$ cat src/sscp_pkg.sv
package sscp_pkg;
    // Port count and mask field of a parameter byte
    localparam int SSCP_PORTS = 4;
    localparam int SSCP_MASK_MSB = 3;

    // Power-up command prefix, three-byte form
    localparam logic [7:0] SSCP_DEF_FIRST = 8'h1B;
    localparam logic [7:0] SSCP_DEF_SECOND = 8'h02;
    localparam logic [7:0] SSCP_DEF_THIRD = 8'h30;
    localparam logic SSCP_DEF_FOUR_BYTE = 1'b0;

    // Operation codes and parameter digits
    localparam logic [7:0] SSCP_OPC_SEL_A = 8'h41;
    localparam logic [7:0] SSCP_OPC_SEL_D = 8'h44;
    localparam logic [7:0] SSCP_OPC_OFF = 8'h04;
    localparam logic [7:0] SSCP_OPC_SEND = 8'h53;
    localparam logic [7:0] SSCP_OPC_CLEAR = 8'h58;
    localparam logic [7:0] SSCP_OPC_IGNORE = 8'h54;
    localparam logic [7:0] SSCP_DIGIT_0 = 8'h30;
    localparam logic [7:0] SSCP_DIGIT_9 = 8'h39;

    // Holding buffer: up to three prefix bytes, opcode and parameter
    localparam int SSCP_HOLD_DEPTH = 5;
    localparam int SSCP_HOLD_W = 3;

    // Timing: 40 MHz clock, ignore window counted in milliseconds
    localparam int SSCP_CLK_HZ = 40000000;
    localparam int SSCP_MS_PER_S = 1000;
    localparam int SSCP_TICK_MS = 1;
    localparam int SSCP_CYC_PER_TICK = SSCP_CLK_HZ / SSCP_MS_PER_S * SSCP_TICK_MS;
    localparam int SSCP_PRE_W = 16;
    localparam int SSCP_MS_W = 19;
    // Window lengths in ms for digits 0..9; digit 0 stops the window
    localparam logic [18:0] SSCP_IGN_MS [0:9] = '{
        19'h00000, 19'h0000A, 19'h00019, 19'h00064, 19'h001F4,
        19'h003E8, 19'h01388, 19'h07530, 19'h0EA60, 19'h493E0
    };

    typedef enum logic [5:0] {
        SSCP_ST_IDLE  = 6'h01,
        SSCP_ST_P2    = 6'h02,
        SSCP_ST_P3    = 6'h04,
        SSCP_ST_OPC   = 6'h08,
        SSCP_ST_PARM  = 6'h10,
        SSCP_ST_FLUSH = 6'h20
    } sscp_state_t;
endpackage

$ cat src/sscp_parser.sv
`timescale 1ns/1ps
module sscp_parser #(
    parameter int CYC_PER_MS = sscp_pkg::SSCP_CYC_PER_TICK
)
(
    input wire logic sys_clk_i,
    input wire logic rst_i,
    input wire logic host_valid_i,
    input wire logic [7:0] host_byte_i,
    input wire logic host_dtr_i,
    input wire logic cfg_load_i,
    input wire logic cfg_four_byte_i,
    input wire logic [7:0] cfg_prefix_first_i,
    input wire logic [7:0] cfg_prefix_second_i,
    input wire logic [7:0] cfg_prefix_third_i,
    input wire logic cfg_dtr_gate_i,
    input wire logic [3:0] cfg_init_tx_mask_i,
    input wire logic [3:0] cfg_init_rx_sel_i,
    output logic host_ready_o,
    output logic slv_valid_o,
    output logic [7:0] slv_byte_o,
    output logic [3:0] slv_mask_o,
    output logic [3:0] rx_sel_o,
    output logic drain_o,
    output logic [3:0] purge_o,
    output logic ign_active_o
);
    sscp_pkg::sscp_state_t state_r, state_nxt;
    logic [7:0] prefix_byte_first_r, prefix_byte_second_r, prefix_byte_third_r;
    logic four_byte_r;
    logic gate_en_r;
    logic [7:0] hold_r [0:sscp_pkg::SSCP_HOLD_DEPTH-1];
    logic [sscp_pkg::SSCP_HOLD_W-1:0] hold_cnt_r, hold_rd_r;
    logic [7:0] op_r;
    logic [3:0] tx_mask_r;
    logic ign_start_r;
    logic [3:0] ign_code_r;
    logic dtr_s;
    logic accept, detect;
    logic is_first, is_second, is_third, is_sel, is_off, is_parm_op, is_digit;
    logic push, fwd, cmd_sel, cmd_off, cmd_send, cmd_clr, cmd_ign;
    logic [7:0] sel_diff;

    // DTR arrives from a pin
    sscp_sync2 u_dtr_sync (
        .sys_clk_i(sys_clk_i),
        .rst_i(rst_i),
        .d_i(host_dtr_i),
        .q_o(dtr_s)
    );

    sscp_ign_timer #(.CYC_PER_MS(CYC_PER_MS)) u_ign_timer (
        .sys_clk_i(sys_clk_i),
        .rst_i(rst_i),
        .start_i(ign_start_r),
        .code_i(ign_code_r),
        .active_o(ign_active_o)
    );

    assign accept = host_valid_i && host_ready_o;
    // Detection off during the timed window or while gated DTR is low
    assign detect = !ign_active_o && !(gate_en_r && !dtr_s);

    // Byte classification
    assign is_first = (host_byte_i == prefix_byte_first_r);
    assign is_second = (host_byte_i == prefix_byte_second_r);
    assign is_third = (host_byte_i == prefix_byte_third_r);
    assign is_sel = (host_byte_i >= sscp_pkg::SSCP_OPC_SEL_A) && (host_byte_i <= sscp_pkg::SSCP_OPC_SEL_D);
    assign is_off = (host_byte_i == sscp_pkg::SSCP_OPC_OFF);
    assign is_parm_op = (host_byte_i == sscp_pkg::SSCP_OPC_SEND) || (host_byte_i == sscp_pkg::SSCP_OPC_CLEAR)
        || (host_byte_i == sscp_pkg::SSCP_OPC_IGNORE);
    assign is_digit = (host_byte_i >= sscp_pkg::SSCP_DIGIT_0) && (host_byte_i <= sscp_pkg::SSCP_DIGIT_9);
    assign sel_diff = host_byte_i - sscp_pkg::SSCP_OPC_SEL_A;

    // Parser decisions for the byte offered this cycle
    always_comb
    begin
        state_nxt = state_r;
        push = 1'b0;
        fwd = 1'b0;
        cmd_sel = 1'b0;
        cmd_off = 1'b0;
        cmd_send = 1'b0;
        cmd_clr = 1'b0;
        cmd_ign = 1'b0;
        case (state_r)
            sscp_pkg::SSCP_ST_IDLE:
            begin
                if (accept && detect && is_first)
                begin
                    push = 1'b1;
                    state_nxt = sscp_pkg::SSCP_ST_P2;
                end
                else if (accept)
                    fwd = 1'b1;
            end
            sscp_pkg::SSCP_ST_P2:
            begin
                if (accept)
                begin
                    push = 1'b1;
                    if (!is_second)
                        state_nxt = sscp_pkg::SSCP_ST_FLUSH;
                    else if (four_byte_r)
                        state_nxt = sscp_pkg::SSCP_ST_P3;
                    else
                        state_nxt = sscp_pkg::SSCP_ST_OPC;
                end
            end
            sscp_pkg::SSCP_ST_P3:
            begin
                if (accept)
                begin
                    push = 1'b1;
                    state_nxt = is_third ? sscp_pkg::SSCP_ST_OPC : sscp_pkg::SSCP_ST_FLUSH;
                end
            end
            sscp_pkg::SSCP_ST_OPC:
            begin
                if (accept)
                begin
                    if (is_sel || is_off)
                    begin
                        cmd_sel = is_sel;
                        cmd_off = is_off;
                        state_nxt = sscp_pkg::SSCP_ST_IDLE;
                    end
                    else
                    begin
                        push = 1'b1;
                        // Unknown opcode falls back to data
                        state_nxt = is_parm_op ? sscp_pkg::SSCP_ST_PARM : sscp_pkg::SSCP_ST_FLUSH;
                    end
                end
            end
            sscp_pkg::SSCP_ST_PARM:
            begin
                if (accept)
                begin
                    if (op_r == sscp_pkg::SSCP_OPC_IGNORE && !is_digit)
                    begin
                        push = 1'b1;
                        state_nxt = sscp_pkg::SSCP_ST_FLUSH;
                    end
                    else
                    begin
                        cmd_send = (op_r == sscp_pkg::SSCP_OPC_SEND);
                        cmd_clr = (op_r == sscp_pkg::SSCP_OPC_CLEAR);
                        cmd_ign = (op_r == sscp_pkg::SSCP_OPC_IGNORE);
                        state_nxt = sscp_pkg::SSCP_ST_IDLE;
                    end
                end
            end
            sscp_pkg::SSCP_ST_FLUSH:
            begin
                if (hold_rd_r == hold_cnt_r - 1'b1)
                    state_nxt = sscp_pkg::SSCP_ST_IDLE;
            end
            default:
                state_nxt = sscp_pkg::SSCP_ST_IDLE;
        endcase
    end

    // State and host back-pressure; ready drops for the whole release
    always_ff @(posedge sys_clk_i)
    begin
        if (rst_i)
        begin
            state_r <= sscp_pkg::SSCP_ST_IDLE;
            host_ready_o <= 1'b0;
        end
        else
        begin
            state_r <= state_nxt;
            host_ready_o <= (state_nxt != sscp_pkg::SSCP_ST_FLUSH);
        end
    end

    // Prefix configuration; reset restores the shipped defaults
    always_ff @(posedge sys_clk_i)
    begin
        if (rst_i)
        begin
            prefix_byte_first_r <= sscp_pkg::SSCP_DEF_FIRST;
            prefix_byte_second_r <= sscp_pkg::SSCP_DEF_SECOND;
            prefix_byte_third_r <= sscp_pkg::SSCP_DEF_THIRD;
            four_byte_r <= sscp_pkg::SSCP_DEF_FOUR_BYTE;
            gate_en_r <= 1'b0;
        end
        else if (cfg_load_i)
        begin
            prefix_byte_first_r <= cfg_prefix_first_i;
            prefix_byte_second_r <= cfg_prefix_second_i;
            prefix_byte_third_r <= cfg_prefix_third_i;
            four_byte_r <= cfg_four_byte_i;
            gate_en_r <= cfg_dtr_gate_i;
        end
    end

    // Holding buffer; emptied whenever the parser returns to idle
    always_ff @(posedge sys_clk_i)
    begin
        if (rst_i || state_nxt == sscp_pkg::SSCP_ST_IDLE)
        begin
            hold_cnt_r <= '0;
            hold_rd_r <= '0;
        end
        else
        begin
            if (push)
                hold_cnt_r <= hold_cnt_r + 1'b1;
            if (state_r == sscp_pkg::SSCP_ST_FLUSH)
                hold_rd_r <= hold_rd_r + 1'b1;
        end
    end

    // Buffer contents carry no reset; only counted entries are read
    always_ff @(posedge sys_clk_i)
    begin
        if (push)
            hold_r[hold_cnt_r] <= host_byte_i;
        if (rst_i)
            op_r <= 8'h00;
        else if (push && state_r == sscp_pkg::SSCP_ST_OPC)
            op_r <= host_byte_i;
    end

    // Data toward the slaves; an empty mask means nobody listens
    always_ff @(posedge sys_clk_i)
    begin
        if (rst_i)
        begin
            slv_valid_o <= 1'b0;
            slv_byte_o <= 8'h00;
            slv_mask_o <= 4'h0;
        end
        else
        begin
            slv_mask_o <= tx_mask_r;
            if (state_r == sscp_pkg::SSCP_ST_FLUSH)
            begin
                slv_valid_o <= (tx_mask_r != 4'h0);
                slv_byte_o <= hold_r[hold_rd_r];
            end
            else if (fwd)
            begin
                slv_valid_o <= (tx_mask_r != 4'h0);
                slv_byte_o <= host_byte_i;
            end
            else
                slv_valid_o <= 1'b0;
        end
    end

    // Connections; reset takes the strapped initial selections
    always_ff @(posedge sys_clk_i)
    begin
        if (rst_i)
        begin
            tx_mask_r <= cfg_init_tx_mask_i;
            rx_sel_o <= cfg_init_rx_sel_i;
        end
        else if (cmd_sel)
        begin
            tx_mask_r <= 4'h1 << sel_diff[1:0];
            rx_sel_o <= 4'h1 << sel_diff[1:0];
        end
        else if (cmd_off)
        begin
            tx_mask_r <= 4'h0;
            rx_sel_o <= 4'h0;
        end
        else if (cmd_send)
            tx_mask_r <= host_byte_i[sscp_pkg::SSCP_MASK_MSB:0];
    end

    // One-cycle requests to the slave buffers and the timer
    always_ff @(posedge sys_clk_i)
    begin
        if (rst_i)
        begin
            drain_o <= 1'b0;
            purge_o <= 4'h0;
            ign_start_r <= 1'b0;
            ign_code_r <= 4'h0;
        end
        else
        begin
            drain_o <= cmd_sel;
            purge_o <= cmd_clr ? host_byte_i[sscp_pkg::SSCP_MASK_MSB:0] : 4'h0;
            ign_start_r <= cmd_ign;
            ign_code_r <= host_byte_i[3:0];
        end
    end
endmodule // sscp_parser

$ cat src/sscp_sync2.sv
`timescale 1ns/1ps
module sscp_sync2
(
    input wire logic sys_clk_i,
    input wire logic rst_i,
    input wire logic d_i,
    output logic q_o
);
    logic meta_r;

    // Two stages; only the second is read outside
    always_ff @(posedge sys_clk_i)
    begin
        if (rst_i)
        begin
            meta_r <= 1'b0;
            q_o <= 1'b0;
        end
        else
        begin
            meta_r <= d_i;
            q_o <= meta_r;
        end
    end
endmodule // sscp_sync2

$ cat src/sscp_ign_timer.sv
`timescale 1ns/1ps
module sscp_ign_timer #(
    parameter int CYC_PER_MS = sscp_pkg::SSCP_CYC_PER_TICK
)
(
    input wire logic sys_clk_i,
    input wire logic rst_i,
    input wire logic start_i,
    input wire logic [3:0] code_i,
    output logic active_o
);
    logic [sscp_pkg::SSCP_PRE_W-1:0] pre_r;
    logic [sscp_pkg::SSCP_MS_W-1:0] ms_left_r;
    logic tick;

    assign tick = (pre_r == sscp_pkg::SSCP_PRE_W'(CYC_PER_MS - 1));

    // Millisecond prescaler, restarted with each window so the first ms is whole
    always_ff @(posedge sys_clk_i)
    begin
        if (rst_i || start_i || !active_o || tick)
            pre_r <= '0;
        else
            pre_r <= pre_r + 1'b1;
    end

    // Window: a new start replaces any running one; digit 0 stops it
    always_ff @(posedge sys_clk_i)
    begin
        if (rst_i)
        begin
            active_o <= 1'b0;
            ms_left_r <= '0;
        end
        else if (start_i)
        begin
            active_o <= (code_i != 4'h0);
            ms_left_r <= sscp_pkg::SSCP_IGN_MS[code_i] - 1'b1;
        end
        else if (active_o && tick)
        begin
            if (ms_left_r == '0)
                active_o <= 1'b0; // Detection resumes
            else
                ms_left_r <= ms_left_r - 1'b1;
        end
    end
endmodule // sscp_ign_timer

$ cat config.mk
export PLATFORM = sky130hd
export DESIGN_NAME = sscp_parser
export DESIGN_NICKNAME = d
export VERILOG_FILES = /design/src/sscp_pkg.sv /design/src/sscp_parser.sv /design/src/sscp_sync2.sv /design/src/sscp_ign_timer.sv
export SDC_FILE = /design/constraint.sdc
export NUM_CORES = 1
export LEC_CHECK = 0
export BUFFER_PORTS_ARGS = -buffer_cell sky130_fd_sc_hd__buf_2
export CORE_ASPECT_RATIO = 0.7
export CORE_UTILIZATION = 45
export CTS_BUF_LIST = sky130_fd_sc_hd__clkbuf_8
export DETAILED_ROUTE_END_ITERATION = 6
export PLACE_DENSITY = 0.61
export SETUP_SLACK_MARGIN = 0.3
export SKIP_LAST_GASP = 1
export SYNTH_ARGS = -nofsm -noshare
export SYNTH_HDL_FRONTEND = slang
export SYNTH_SLANG_ARGS = --single-unit
$ cat constraint.sdc
create_clock -name sys_clk_i -period 3.9 [get_ports sys_clk_i]
set_input_delay 0.39 -clock sys_clk_i [delete_from_list [all_inputs] [get_ports sys_clk_i]]
set_output_delay 0.39 -clock sys_clk_i [all_outputs]
set_load 0.1 [all_outputs]
==> results.json <==
{
  "outcome": "finished, final reports clean",
  "ff2ff_path_depth": 7,
  "port-buffer-count": 70,
  "synth_mux_area_share_pct": 8.49,
  "wl_per_cell_um": 18.3,
  "setup_viol": 0,
  "rr_startpoint": "ign_start_r$_SDFF_PP0_",
  "cts_tree": "done",
  "drc_errors": 0,
  "dp_slack_ns": 0.981,
  "ir_drop_mv": 0.217,
  "syn_to_final_growth_pct": 11.5,
  "crit_fanout": 16,
  "yosysSeqAreaShare_pct": 47.6,
  "clk_latency_ns": 0.45,
  "cts_made_buffers": 17,
  "wl_mm": 19.3,
  "slowest_delay_ns": 0.68,
  "vias": 5852,
  "rsz0062_at_grt": "false",
  "grt_pass1_vias": 5495,
  "crit_start": "ign_start_r$_SDFF_PP0_",
  "cp-start-kind": "flop",
  "coreArea_um2": 16500,
  "worstMarginPinSlew_ns": 0.863,
  "cts_resized": 0,
  "fin_crit_ns": 2.98,
  "antenna_found_initial": 0,
  "fp.dieH_um": 111,
  "worst_path_most_repeated_cell": "a21oi_1",
  "post_cts_buffers": 0,
  "yosysTopAreaCellShare_pct": 28.9,
  "fin_setup_tns_ns": 0,
  "dp_cells": 1021,
  "synth_top_family_by_area": "simple AND/OR/NAND/NOR gates",
  "grt.total_usage_pct": 22.9,
  "crit_path_top_delay_cell": "dfxtp_1",
  "hold_start": "cfg_prefix_third_i[4]",
  "hold_viol_final": 0,
  "die_x_um": 158,
  "synth_compound_area_share_pct": 10.5,
  "drive_gt1_share_pct": 18.6,
  "rrSetupSlack_ns": 0.92,
  "synth-simple-area-share_pct": 20.8,
  "synth_cell_types": 85,
  "power_density_nw_per_um2": 396,
  "antennaDiodeCount": 0,
  "cts_hold_buf": 0,
  "synth_xor_area_share_pct": 6.94,
  "drt_iter0_markers": 635,
  "slew_viol_final": 0,
  "endpoint_kind": "flop",
  "grt_max_degree": 44,
  "hpwl_mm": 13.9,
  "start_util_pct": 46.7,
  "crit_required_ns": 4.21,
  "overflow": 0,
  "cts-htree-levels": 4,
  "total_leakage_power_nw": 3.32,
  "path_clk_slew_ns": 0.08,
  "multi_input_area_um2": 3710,
  "slew_headroom_pct": 42.2,
  "synthesis.nets": 822,
  "ant_nets": 0,
  "synth_area_um2": 7690,
  "arrival_ns": 3.29,
  "pin_count": 71,
  "fin_cells": 1053,
  "maxCapViolations": 0,
  "worstSetupPathType": "flop to flop",
  "yosys-top-cells-area": "dfxtp_1 (29%), edfxtp_1 (19%), mux2i_1 (5.9%)",
  "root_buffer": "clkbuf_8",
  "nNetsFinal": 871,
  "hold_class": "primary input to flop",
  "n_fill_cell": 1517,
  "synth_most_common_cell": "dfxtp_1",
  "die_area_um2": 17600,
  "async_reset_ff_share_pct": 0,
  "reg2reg_to": "u_ign_timer.ms_left_r[17]$_SDFFE_PP0P_",
  "rows": 39,
  "dr.pass1.iters": 6,
  "max_freq_ghz": 0.336,
  "yosys.area_share.adder_pct": 1.46,
  "routed_via_density": 5.56,
  "crit_chain": "nor2b_2 -> a21oi_1 -> a2111o_1 -> or2_1 -> nor4_1 -> nand3b_1 -> a21oi_1",
  "syn_inst": 766,
  "seq_area_um2": 3660,
  "synth_area_leader_cell": "dfxtp_1",
  "synth_flop_cell": "dfxtp_1",
  "finalClockSkew_ns": 0.0131,
  "cp-endpoint": "u_ign_timer.ms_left_r[17]$_SDFFE_PP0P_",
  "ys_ff_latch": 159,
  "cts_buffer_depth": 2,
  "grt_pass1_wl_mm": 30.3,
  "layout_setup_ws_ns": 0.921,
  "synth.top_cells.by_count": "dfxtp_1 (111), nor2_1 (88), nand2_1 (74)",
  "synth_edf_count": 48,
  "cts_sinks": 159,
  "avgSynthCellArea_um2": 10.0,
  "yosysWarnings": 0,
  "gp_congestion": 0.879,
  "fin_crit_sh_pct": 76.4
}
==> area by class of cell <==
type                       count  area share (%)
multi-input combinational    541            43.2
sequential                   159            42.7
timing repair buffer          81            5.04
tap                          225            3.28
clock buffer                  20            3.21
clock inverter                12            1.95
inverter                      15           0.656
==> layout by cell type, fill, tap and decap left out, types with 4 or more instances in the layout <==
cell and count:
a211oi_1 7, a21oi_1 31, a31oi_1 5, and2_1 7, buf_2 70, buf_4 11, bufinv_16 4, clkbuf_8 20
dfxtp_1 111, edfxtp_1 48, ha_1 9, inv_1 16, mux2i_1 45, mux4_2 8, nand2_1 74, nand2b_1 4
nand3_1 26, nand4_1 5, nand4b_1 4, nor2_1 88, nor2b_1 19, nor3_1 13, nor4_1 15, o211ai_1 5
o21ai_0 25, o21ai_1 5, o221ai_1 5, xnor2_1 24, xor2_1 37
==> cells by family (layout without fill, tap and decap cells) <==
| kind of cell | Yosys count | count (layout) |
|---|---|---|
| AND/OR/NAND/NOR | 301 | 301 |
| buffers and inverters | 66 | 128 |
| XOR/XNOR | 61 | 61 |
| multiplexers | 54 | 54 |
| adder cells (fa/ha/maj) | 9 | 9 |
| AO/OA/AOI/OAI | 116 | 116 |
| flip-flops | 159 | 159 |
==> metal layers <==
metal | global-route usage, % | part of all wire [%] | vias to the layer above | routed length (µm)
met5 | 0 | 0 | - | 0
met4 | 5.83 | 0.78 | 0 | 150
met3 | 4.59 | 6.4 | 14 | 1240
met2 | 30.8 | 41 | 212 | 7890
met1 | 36.6 | 52 | 2813 | 9980
li1 | - | - | 2813 | -
==> through the flow <==
step / power, W / cell area (µm²) / hold WS (ns) / util [%]
floorplan: 0.00200 / 7690 / 0.413 / -
global placement: 0.00208 / 8140 / 0.420 / 49.4
detailed placement: 0.00208 / 8140 / 0.426 / 49.4
CTS: 0.00343 / 8580 / 0.125 / 52.0
global route: 0.00352 / 8580 / 0.135 / 52.0
finish: 0.00340 / 8580 / 0.154 / 52.0
==> worst max-delay path: cells and delay by family, from the launching register on <==
family / cells / cell delay [ns]
AO/OA/AOI/OAI: 3 / 0.73
flip-flops: 1 / 0.68
AND/OR/NAND/NOR: 4 / 1.42
==> how the worst min path moves through the flow <==
stage               cells past startpoint                                   to
finish                                  3  prefix_byte_third_r[4]$_SDFFE_PP1P_
global route                            3  prefix_byte_first_r[3]$_SDFFE_PP1P_
CTS                                     3  prefix_byte_third_r[4]$_SDFFE_PP1P_
detailed placement                      1            u_dtr_sync.q_o$_SDFF_PP0_
global placement                        1      u_ign_timer.pre_r[0]$_SDFF_PP0_
floorplan                               1      u_ign_timer.pre_r[0]$_SDFF_PP0_
==> where the power goes <==
| group | leakage [nW] | internal [W] | switching, W |
|---|---|---|---|
| registers | 1.34 | 0.00173 | 0.0000227 |
| logic | 1.75 | 0.0000823 | 0.000200 |
| clock network | 0.232 | 0.000744 | 0.000618 |
| total | 3.32 | 0.00256 | 0.000841 |
==> sequential cells by signal (all words and copies together), names as in the netlist, 3 cells and up, named ones only <==
name / count
hold_r: 40
u_ign_timer.ms_left_r: 19
u_ign_timer.pre_r: 16
op_r: 8
prefix_byte_first_r: 8
prefix_byte_second_r: 8
prefix_byte_third_r: 8
slv_byte_o: 8
state_r: 6
ign_code_r: 4
purge_o: 4
rx_sel_o: 4
slv_mask_o: 4
tx_mask_r: 4
hold_cnt_r: 3
hold_rd_r: 3
Note: power is estimated with default switching activity, not from simulation.
